**src/design/usb_regs_pkg.sv**
```systemverilog
// Purpose: Shared constants and types for the USB interrupt enable / frame / index bank
// Assumes: APB with 32-bit data, one register per aligned word
// Notes: Register byte address is four times the register index
package usb_regs_pkg;

  localparam int ADDR_W = 32;
  localparam int DATA_W = 32;

  // Register indices
  localparam logic [15:0] IDX_OUT_EP_HI_IRQ_ENABLE = 16'hc00a;
  localparam logic [15:0] IDX_BUS_EVENT_IRQ_ENABLE = 16'hc00b;
  localparam logic [15:0] IDX_FRAME_NUMBER_LOW = 16'hc00c;
  localparam logic [15:0] IDX_FRAME_NUMBER_HIGH = 16'hc00d;
  localparam logic [15:0] IDX_ENDPOINT_SELECT = 16'hc00e;
  localparam logic [15:0] IDX_EP_WINDOW_FIRST = 16'hc010;
  localparam logic [15:0] IDX_EP_WINDOW_LAST = 16'hc017;
  localparam logic [15:0] IDX_EP_ZERO_CTRL_STATUS = 16'hc011;
  localparam logic [15:0] IDX_BUS_EVENT_IRQ_FLAGS = 16'hc020;
  localparam logic [15:0] IDX_OUT_EP_HI_IRQ_FLAGS = 16'hc021;

  // Bus-event bit positions
  localparam int BIT_SOF = 3;
  localparam int BIT_BUS_RESET = 2;
  localparam int BIT_RESUME = 1;
  localparam int BIT_SUSPEND = 0;

  // Reset values
  localparam logic [7:0] RST_OUT_EP_HI_IRQ_ENABLE = 8'h00;
  localparam logic [3:0] RST_BUS_EVENT_IRQ_ENABLE = 4'h6;
  localparam logic [7:0] RST_FRAME_NUMBER_LOW = 8'h00;
  localparam logic [2:0] RST_FRAME_NUMBER_HIGH = 3'h0;
  localparam logic [3:0] RST_ENDPOINT_SELECT = 4'h0;
  localparam logic [3:0] BUS_EVENT_UNUSED = 4'h0;

  localparam int EP_COUNT = 16;
  localparam int EP_WINDOW_REGS = 8;
  localparam logic [2:0] EP_ZERO_CSR_SLOT = 3'h1;

  typedef struct packed {
    logic psel;
    logic penable;
    logic pwrite;
    logic [ADDR_W-1:0] paddr;
    logic [DATA_W-1:0] pwdata;
    logic [3:0] pstrb;
  } apb_req_t;

  typedef struct packed {
    logic sof;
    logic [10:0] frame_number;
    logic bus_reset;
    logic resume;
    logic suspend;
    logic [7:0] out_ep_hi;
  } usb_event_t;

  // Byte address of a register index
  function automatic logic [ADDR_W-1:0] byte_addr(input logic [15:0] idx);
    return {{(ADDR_W-18){1'b0}}, idx, 2'b00};
  endfunction

endpackage

```
**src/design/usb_irq_enable_frame_index_regs.sv**
```systemverilog
// Purpose: USB interrupt enables, frame number, endpoint select and endpoint window
// Assumes: Events arrive as one-cycle pulses synchronous to CLOCK_IN
// Notes: APB slave answers with no wait state; unmapped accesses get PSLVERR
`timescale 1ns/1ns

// Overview of operation
// - Eight enable bits for OUT endpoints 8 to 15, bit 0 is endpoint 8.
// - OUT enables reset to 1 for present endpoints, otherwise 0; default all 0.
// - Bus-event enables: SOF bit 3, reset bit 2, resume bit 1, suspend bit 0.
// - After reset, reset and resume enables are 1, SOF and suspend are 0.
// - Bus-event enable bits 7 to 4 ignore writes and read as zero.
// - Read-only low eight bits of last frame number, reset to zero.
// - Read-only frame number bits 10 to 8, reset to zero.
// - Four-bit endpoint select picks which set answers in the shared window.
// - Endpoints 1 to 15 own IN and OUT sets; only the selected one is mapped.
// - Endpoint 0 has one 8-bit control/status register for everything.
// - Flags set on SOF, bus reset, resume while suspended, and suspend.
module usb_irq_enable_frame_index_regs #(
  parameter logic [7:0] OUT_EP_HI_PRESENT = 8'h00
) (
  // Clock and reset
  input wire logic CLOCK_IN,
  input wire logic RST_IN,
  // APB slave
  input wire usb_regs_pkg::apb_req_t APB_REQ_IN,
  output logic [usb_regs_pkg::DATA_W-1:0] PRDATA_OUT,
  output logic PREADY_OUT,
  output logic PSLVERR_OUT,
  // USB link events
  input wire usb_regs_pkg::usb_event_t USB_EVENT_IN,
  // Interrupt and window state
  output logic IRQ_OUT,
  output logic [3:0] ENDPOINT_SELECT_OUT,
  output logic SUSPENDED_OUT
);
  import usb_regs_pkg::*;

  logic [7:0] out_ep_hi_irq_enable_reg;
  logic [3:0] bus_event_irq_enable_reg;
  logic [7:0] frame_number_low_reg;
  logic [2:0] frame_number_high_reg;
  logic [3:0] endpoint_select_reg;
  logic [7:0] out_ep_hi_irq_flags_reg;
  logic [3:0] bus_event_irq_flags_reg;
  logic suspended_reg;
  logic [7:0] in_csr_mem [EP_COUNT][EP_WINDOW_REGS];
  logic [7:0] out_csr_mem [EP_COUNT][EP_WINDOW_REGS];

  logic setup_phase;
  logic write_strobe;
  logic [15:0] req_idx;
  logic idx_in_range;
  logic in_window;
  logic [2:0] window_slot;
  logic mapped;
  logic [7:0] read_value;
  logic [7:0] wbyte;
  logic [3:0] bus_event_set;
  logic [7:0] out_ep_hi_set;
  logic irq_next;
  // Register and window decode
  logic hit_out_ep_hi_enable;
  logic hit_bus_event_enable;
  logic hit_frame_low;
  logic hit_frame_high;
  logic hit_endpoint_select;
  logic hit_bus_event_flags;
  logic hit_out_ep_hi_flags;
  logic win_ep_zero;
  logic win_ep_zero_csr;
  logic win_out_slot;
  logic win_in_slot;
  logic wr_window;

  // Register index of a byte address, only valid when aligned and in range
  function automatic logic [15:0] addr_to_idx(input logic [ADDR_W-1:0] a);
    return a[17:2];
  endfunction

  // True for an aligned access to the given register index
  function automatic logic is_reg(input logic [ADDR_W-1:0] a, input logic [15:0] which);
    return (a[1:0] == 2'b00) && (a[ADDR_W-1:18] == '0) && (a[17:2] == which);
  endfunction

  assign setup_phase = APB_REQ_IN.psel && !APB_REQ_IN.penable;
  assign req_idx = addr_to_idx(APB_REQ_IN.paddr);
  assign idx_in_range = (APB_REQ_IN.paddr[1:0] == 2'b00) &&
    (APB_REQ_IN.paddr[ADDR_W-1:18] == '0);
  assign in_window = idx_in_range && (req_idx >= IDX_EP_WINDOW_FIRST) &&
    (req_idx <= IDX_EP_WINDOW_LAST);
  assign window_slot = req_idx[2:0];
  assign wbyte = APB_REQ_IN.pwdata[7:0];
  // Write lands at the access edge where PREADY was already high
  assign write_strobe = APB_REQ_IN.psel && APB_REQ_IN.penable && PREADY_OUT &&
    APB_REQ_IN.pwrite && !PSLVERR_OUT && APB_REQ_IN.pstrb[0];

  // One decode per register, shared by the read mux and the writers
  assign hit_out_ep_hi_enable = is_reg(APB_REQ_IN.paddr, IDX_OUT_EP_HI_IRQ_ENABLE);
  assign hit_bus_event_enable = is_reg(APB_REQ_IN.paddr, IDX_BUS_EVENT_IRQ_ENABLE);
  assign hit_frame_low = is_reg(APB_REQ_IN.paddr, IDX_FRAME_NUMBER_LOW);
  assign hit_frame_high = is_reg(APB_REQ_IN.paddr, IDX_FRAME_NUMBER_HIGH);
  assign hit_endpoint_select = is_reg(APB_REQ_IN.paddr, IDX_ENDPOINT_SELECT);
  assign hit_bus_event_flags = is_reg(APB_REQ_IN.paddr, IDX_BUS_EVENT_IRQ_FLAGS);
  assign hit_out_ep_hi_flags = is_reg(APB_REQ_IN.paddr, IDX_OUT_EP_HI_IRQ_FLAGS);

  // Endpoint 0 owns only its single control/status byte in the window
  assign win_ep_zero = (endpoint_select_reg == 4'h0);
  assign win_ep_zero_csr = win_ep_zero && (window_slot == EP_ZERO_CSR_SLOT);
  assign win_out_slot = !win_ep_zero && window_slot[0];
  assign win_in_slot = !win_ep_zero && !window_slot[0];
  assign wr_window = write_strobe && in_window;

  // Address decode and read mux
  always_comb begin
    mapped = 1'b1;
    read_value = 8'h00;
    if (in_window) begin
      if (win_ep_zero_csr) begin
        read_value = in_csr_mem[0][EP_ZERO_CSR_SLOT];
      end else if (win_out_slot) begin
        read_value = out_csr_mem[endpoint_select_reg][window_slot];
      end else if (win_in_slot) begin
        read_value = in_csr_mem[endpoint_select_reg][window_slot];
      end
    end else if (hit_out_ep_hi_enable) begin
      read_value = out_ep_hi_irq_enable_reg;
    end else if (hit_bus_event_enable) begin
      read_value = {BUS_EVENT_UNUSED, bus_event_irq_enable_reg};
    end else if (hit_frame_low) begin
      read_value = frame_number_low_reg;
    end else if (hit_frame_high) begin
      read_value = {5'h00, frame_number_high_reg};
    end else if (hit_endpoint_select) begin
      read_value = {4'h0, endpoint_select_reg};
    end else if (hit_bus_event_flags) begin
      read_value = {4'h0, bus_event_irq_flags_reg};
    end else if (hit_out_ep_hi_flags) begin
      read_value = out_ep_hi_irq_flags_reg;
    end else begin
      mapped = 1'b0;
    end
  end

  // APB answer: ready in the first access cycle
  always_ff @(posedge CLOCK_IN) begin
    if (RST_IN) begin
      PREADY_OUT <= 1'b0;
    end else if (setup_phase) begin
      PREADY_OUT <= 1'b1;
    end else begin
      PREADY_OUT <= 1'b0;
    end
  end

  // Unmapped or unaligned access is refused with an error
  always_ff @(posedge CLOCK_IN) begin
    if (RST_IN) begin
      PSLVERR_OUT <= 1'b0;
    end else if (setup_phase) begin
      PSLVERR_OUT <= !mapped;
    end else begin
      PSLVERR_OUT <= 1'b0;
    end
  end

  // Read data only for good reads, zero otherwise
  always_ff @(posedge CLOCK_IN) begin
    if (RST_IN) begin
      PRDATA_OUT <= '0;
    end else if (setup_phase) begin
      PRDATA_OUT <= (mapped && !APB_REQ_IN.pwrite) ? {24'h000000, read_value} : '0;
    end else begin
      PRDATA_OUT <= '0;
    end
  end

  // OUT endpoint 8 to 15 interrupt enables
  always_ff @(posedge CLOCK_IN) begin
    if (RST_IN) begin
      out_ep_hi_irq_enable_reg <= OUT_EP_HI_PRESENT;
    end else if (write_strobe && hit_out_ep_hi_enable) begin
      out_ep_hi_irq_enable_reg <= wbyte;
    end
  end

  // Bus-event interrupt enables, upper nibble not stored
  always_ff @(posedge CLOCK_IN) begin
    if (RST_IN) begin
      bus_event_irq_enable_reg <= RST_BUS_EVENT_IRQ_ENABLE;
    end else if (write_strobe && hit_bus_event_enable) begin
      bus_event_irq_enable_reg <= wbyte[3:0];
    end
  end

  // Endpoint select
  always_ff @(posedge CLOCK_IN) begin
    if (RST_IN) begin
      endpoint_select_reg <= RST_ENDPOINT_SELECT;
    end else if (write_strobe && hit_endpoint_select) begin
      endpoint_select_reg <= wbyte[3:0];
    end
  end

  // Frame number, both halves in one step
  always_ff @(posedge CLOCK_IN) begin
    if (RST_IN) begin
      frame_number_low_reg <= RST_FRAME_NUMBER_LOW;
      frame_number_high_reg <= RST_FRAME_NUMBER_HIGH;
    end else if (USB_EVENT_IN.sof) begin
      frame_number_low_reg <= USB_EVENT_IN.frame_number[7:0];
      frame_number_high_reg <= USB_EVENT_IN.frame_number[10:8];
    end
  end

  // Suspend state, so resume only counts while suspended
  always_ff @(posedge CLOCK_IN) begin
    if (RST_IN) begin
      suspended_reg <= 1'b0;
    end else if (USB_EVENT_IN.bus_reset || USB_EVENT_IN.resume) begin
      suspended_reg <= 1'b0;
    end else if (USB_EVENT_IN.suspend) begin
      suspended_reg <= 1'b1;
    end
  end

  always_comb begin
    bus_event_set = 4'h0;
    bus_event_set[BIT_SOF] = USB_EVENT_IN.sof;
    bus_event_set[BIT_BUS_RESET] = USB_EVENT_IN.bus_reset;
    bus_event_set[BIT_RESUME] = USB_EVENT_IN.resume && suspended_reg;
    bus_event_set[BIT_SUSPEND] = USB_EVENT_IN.suspend;
    out_ep_hi_set = USB_EVENT_IN.out_ep_hi;
  end

  // Bus-event sticky flags, write one to clear, a new event wins over the clear
  always_ff @(posedge CLOCK_IN) begin
    if (RST_IN) begin
      bus_event_irq_flags_reg <= 4'h0;
    end else if (write_strobe && hit_bus_event_flags) begin
      bus_event_irq_flags_reg <= (bus_event_irq_flags_reg & ~wbyte[3:0]) | bus_event_set;
    end else begin
      bus_event_irq_flags_reg <= bus_event_irq_flags_reg | bus_event_set;
    end
  end

  // OUT endpoint 8 to 15 sticky flags, same clear rule
  always_ff @(posedge CLOCK_IN) begin
    if (RST_IN) begin
      out_ep_hi_irq_flags_reg <= 8'h00;
    end else if (write_strobe && hit_out_ep_hi_flags) begin
      out_ep_hi_irq_flags_reg <= (out_ep_hi_irq_flags_reg & ~wbyte) | out_ep_hi_set;
    end else begin
      out_ep_hi_irq_flags_reg <= out_ep_hi_irq_flags_reg | out_ep_hi_set;
    end
  end

  // Enables gate the flags onto the interrupt line
  assign irq_next = |(bus_event_irq_flags_reg & bus_event_irq_enable_reg) ||
    |(out_ep_hi_irq_flags_reg & out_ep_hi_irq_enable_reg);

  always_ff @(posedge CLOCK_IN) begin
    if (RST_IN) begin
      IRQ_OUT <= 1'b0;
    end else begin
      IRQ_OUT <= irq_next;
    end
  end

  // Status copies, one cycle behind their registers
  always_ff @(posedge CLOCK_IN) begin
    if (RST_IN) begin
      ENDPOINT_SELECT_OUT <= RST_ENDPOINT_SELECT;
    end else begin
      ENDPOINT_SELECT_OUT <= endpoint_select_reg;
    end
  end

  always_ff @(posedge CLOCK_IN) begin
    if (RST_IN) begin
      SUSPENDED_OUT <= 1'b0;
    end else begin
      SUSPENDED_OUT <= suspended_reg;
    end
  end

  // Per-endpoint window storage; even slots IN set, endpoint 0 CSR in slot 1
  always_ff @(posedge CLOCK_IN) begin
    if (RST_IN) begin
      for (int e = 0; e < EP_COUNT; e++) begin
        for (int s = 0; s < EP_WINDOW_REGS; s++) begin
          in_csr_mem[e][s] <= 8'h00;
        end
      end
    end else if (wr_window && win_ep_zero_csr) begin
      in_csr_mem[0][EP_ZERO_CSR_SLOT] <= wbyte;
    end else if (wr_window && win_in_slot) begin
      in_csr_mem[endpoint_select_reg][window_slot] <= wbyte;
    end
  end

  // Odd slots of the window hold the selected endpoint's OUT set
  always_ff @(posedge CLOCK_IN) begin
    if (RST_IN) begin
      for (int e = 0; e < EP_COUNT; e++) begin
        for (int s = 0; s < EP_WINDOW_REGS; s++) begin
          out_csr_mem[e][s] <= 8'h00;
        end
      end
    end else if (wr_window && win_out_slot) begin
      out_csr_mem[endpoint_select_reg][window_slot] <= wbyte;
    end
  end

endmodule

```
**config.mk**
```make
export PLATFORM = sky130hd
export DESIGN_NAME = usb_irq_enable_frame_index_regs
export DESIGN_NICKNAME = d
export VERILOG_FILES = /design/src/design/usb_regs_pkg.sv /design/src/design/usb_irq_enable_frame_index_regs.sv
export SDC_FILE = /design/constraint.sdc
export NUM_CORES = 2
export LEC_CHECK = 0
export ABC_CLOCK_PERIOD_IN_PS = 4600
export BUFFER_PORTS_ARGS = -buffer_cell sky130_fd_sc_hd__clkbuf_2
export CELL_PAD_IN_SITES_DETAIL_PLACEMENT = 0
export CELL_PAD_IN_SITES_GLOBAL_PLACEMENT = 1
export CORE_UTILIZATION = 53
export DETAILED_ROUTE_END_ITERATION = 7
export PLACE_DENSITY_LB_ADDON = 0.1
export SYNTH_ARGS = -nofsm -noshare
export SYNTH_HDL_FRONTEND = slang
export SYNTH_SLANG_ARGS = --single-unit
```
**constraint.sdc**
```tcl
create_clock -name CLOCK_IN -period 4.6 [get_ports CLOCK_IN]
set_input_delay 0.92 -clock CLOCK_IN [delete_from_list [all_inputs] [get_ports CLOCK_IN]]
set_output_delay 0.92 -clock CLOCK_IN [all_outputs]
set_load 0.01 [all_outputs]
```
==> results.md <==
- Combinational share of power: 0.045
- Asr flop ratio synth: 0
- First-pass GRT wire length: 232000 um
- Die ar.: 91680 sq um
- ANT nets after route: 0
- Fmax: about 270 MHz
- Prevailing post-synth register cell: edfxtp_1
- Starting DRT DRC Count: 4802
- CTS buffer count: 113
- Hold Crit Start: USB_EVENT_IN[10]
- Syn-to-layout area delta: 12.01%
- Worst vdd ir: 0.3475 mV
- Status: complete, no violations
- DRT Wirelength: 170800 um
- Post-synth EDFFs: 1032
- Simple-Gate Fraction of Synth Area: 0.1129
- Die Height: between 300 and 400 um
- DIE WIDTH: roughly 300 um
- Initial antenna violation count: 13
- Max Buffers Root-to-Sink: 3
- Nets@finish: around 3600
- Sw Ratio: 0.2166
- Largest net degree at the start of global routing: 70
- Minimum clock period: 3.772 ns
- Clk_skew: between 0.02 and 0.03 ns
- Synthesized instance count: 3372
- # setup viols final: 0
- Ratio of cells with drive above 1 in the final layout: 0.1905
- Mapped cell area: ~48000 sq um
- Setup TNS: 0 ns
- Largest register FFs: 520
- Seq/Total Area, Yosys: 0.6714
- CTS HTree Levels: 3
- Maxcap violations: 0
- Placer Congestion: between 1 and 1.5
- Largest reg by FF count: in_csr_mem
- Leakage Power: around 17 nW
- CTS root buf: clkbuf_16
- Synth Area in Compound Gates: 0.03893
- Row count: around 110
- Post-cts resize count: 0
- Commonest non-fill, non-tap cells in the layout: edfxtp_1, nor2_1, mux4_2
- Vias post-DR: a little over 30000
- Reg power frac: 0.527
- Final hold viol count: 0
- Core region area: between 80000 and 90000 sq um
- Multiplexer area fraction after synthesis: 0.1473
- Yosys reg bits: around 1100
- Arrival @ worst endpoint: roughly 4.3 ns
- FILL cells: roughly 7000
- Total gr overflow: 0
- Max-slew violation count: 0
- Crit Path Category: reg -> reg
- Slew @ Worst Pin: about 1.2 ns
- Worst hold path class: in -> reg
- P_sw: roughly 4.7 mW
- Crit start category: register
- First-pass DRT Iterations: 6
- Post-Synth XOR/XNOR Area: 0
- IO Port Bufs: 84
- Largest regs: in_csr_mem x520, out_csr_mem x512
- Vias per cell: roughly 6.6
- CTS tree: built
- Fin util: 0.6031
- Reg clk slew, reported paths: around 0.060 ns
- Unrepaired setup endpoints after global routing: no
- Post-Synth Adder-Cell Area: 0
- Remaining DRCs: 0
- WL/cell: approximately 36 um
- P_int: 17.10 mW
- Critical path fanouts, max: 30
- Yosys warning count: 0
- Tcrit/Tclk final: 0.8200
- Critical path required time: slightly above 5 ns
- IO Pins: 136
- Unique masters post-synth: 57
- Dpl hpwl: about 120000 um
- Vias in the first global route: 29770
- Hold-fix buffers, CTS: 0
- Most common cell after layout, fill and taps aside: edfxtp_1
- Endpoint type of the worst setup path: register
- # Post-CTS Setup Buffers: 0
- Clock share of power: 0.428
- Slew Limit Headroom: 0.2088
- Combinational family with the most area after synthesis: multiplexers
- Clock latency on the worst-skew pair: 0.71 ns
- Total track usage: 0.3775
- Avg Cell Area, Syn: around 14 sq um
- Cell area power density: 406.4 nW/um^2
- Initial Util: 0.5384
- Clock tree sinks: 1092
kinds of logic (layout without fill, tap and decap cells):
family / count (synthesis) / after routing
AOI/OAI and AO/OA: 262 / 262
and+or+nand+nor: 1362 / 1362
DFF: 1092 / 1092
buffers and inverters: 311 / 406
muxes: 344 / 344
other: 1 / 94
metal layers:
layer  vias to the layer above  part of all wire  global-route usage
met5                         -           0.00049                   0
met4                        12             0.052              0.1704
met3                       375              0.12              0.1001
met2                      2154              0.46              0.5834
met1                     16110              0.37              0.5054
li1                      12550                 -                   -
cells in the mapped netlist (18+ instances only):
master	number	area share
nand3_1	27	0.0028
o21ai_0	19	0.0020
nand2_1	203	0.016
a21oi_1	40	0.0042
edfxtp_1	1032	0.65
buf_4	36	0.0056
clkbuf_1	214	0.017
mux2i_1	51	0.011
a21o_1	120	0.019
nor2_1	1033	0.081
buf_2	27	0.0028
dfxtp_1	60	0.025
nor3_1	18	0.0019
mux4_2	289	0.14
final timing paths:
path	to	slack (ns)	cells after the start
worst max-delay path	PRDATA_OUT[5]$_SDFF_PP0_	0.83	7
worst max register to register	PRDATA_OUT[5]$_SDFF_PP0_	0.83	7
worst min register to register	SUSPENDED_OUT$_SDFF_PP0_	0.49	1
worst min-delay path	suspended_reg$_SDFFE_PP0P_	0.40	2
metrics by stage:
stage               total power [mW]  hold slack, ns  cell area [sq um]  cells  setup slack [ns]
global placement               12.61          0.4759              49980   4513            0.6549
global route                   22.24          0.3924              53690   4719            0.8585
CTS                            21.82          0.3723              53690   4719            0.9323
detailed placement             12.66          0.4897              49980   4513            0.6056
finish                         21.83          0.3967              53710   4725            0.8282
floorplan                      12.15          0.4518              48280   3459             1.399
worst max-delay path, cell delays in order, from the launching register on:
cell and delay [ns]:
dfxtp_4 0.97, buf_12 0.34, mux4_2 0.55, nand2_1 0.13, a21oi_1 0.25, a2111oi_0 0.79
o311a_1 0.39, a221oi_1 0.14
power by group through the flow:
stage / clock network (mW) / logic (mW) / registers (mW)
2_1_floorplan: 0 / 0.530 / 11.6
3_3_place_gp: 0 / 0.953 / 11.7
3_5_place_dp: 0 / 0.959 / 11.7
4_1_cts: 9.37 / 0.962 / 11.5
5_1_grt: 9.72 / 0.994 / 11.5
6_report: 9.35 / 0.982 / 11.5
cell type report:
cell class / instances / area [sq um] / share of cell area
sequential: 1092 / 32200 / 0.5996
inverter: 7 / 27.53 / 0.0005125
antenna: 6 / 15.01 / 0.0002796
tap: 1165 / 1458 / 0.02714
multi-input combinational: 2056 / 14800 / 0.2756
clock buffer: 144 / 2975 / 0.05540
clock inverter: 62 / 740.7 / 0.01379
timing repair buffer: 193 / 1485 / 0.02765
(Power assumes the default switching activity.)
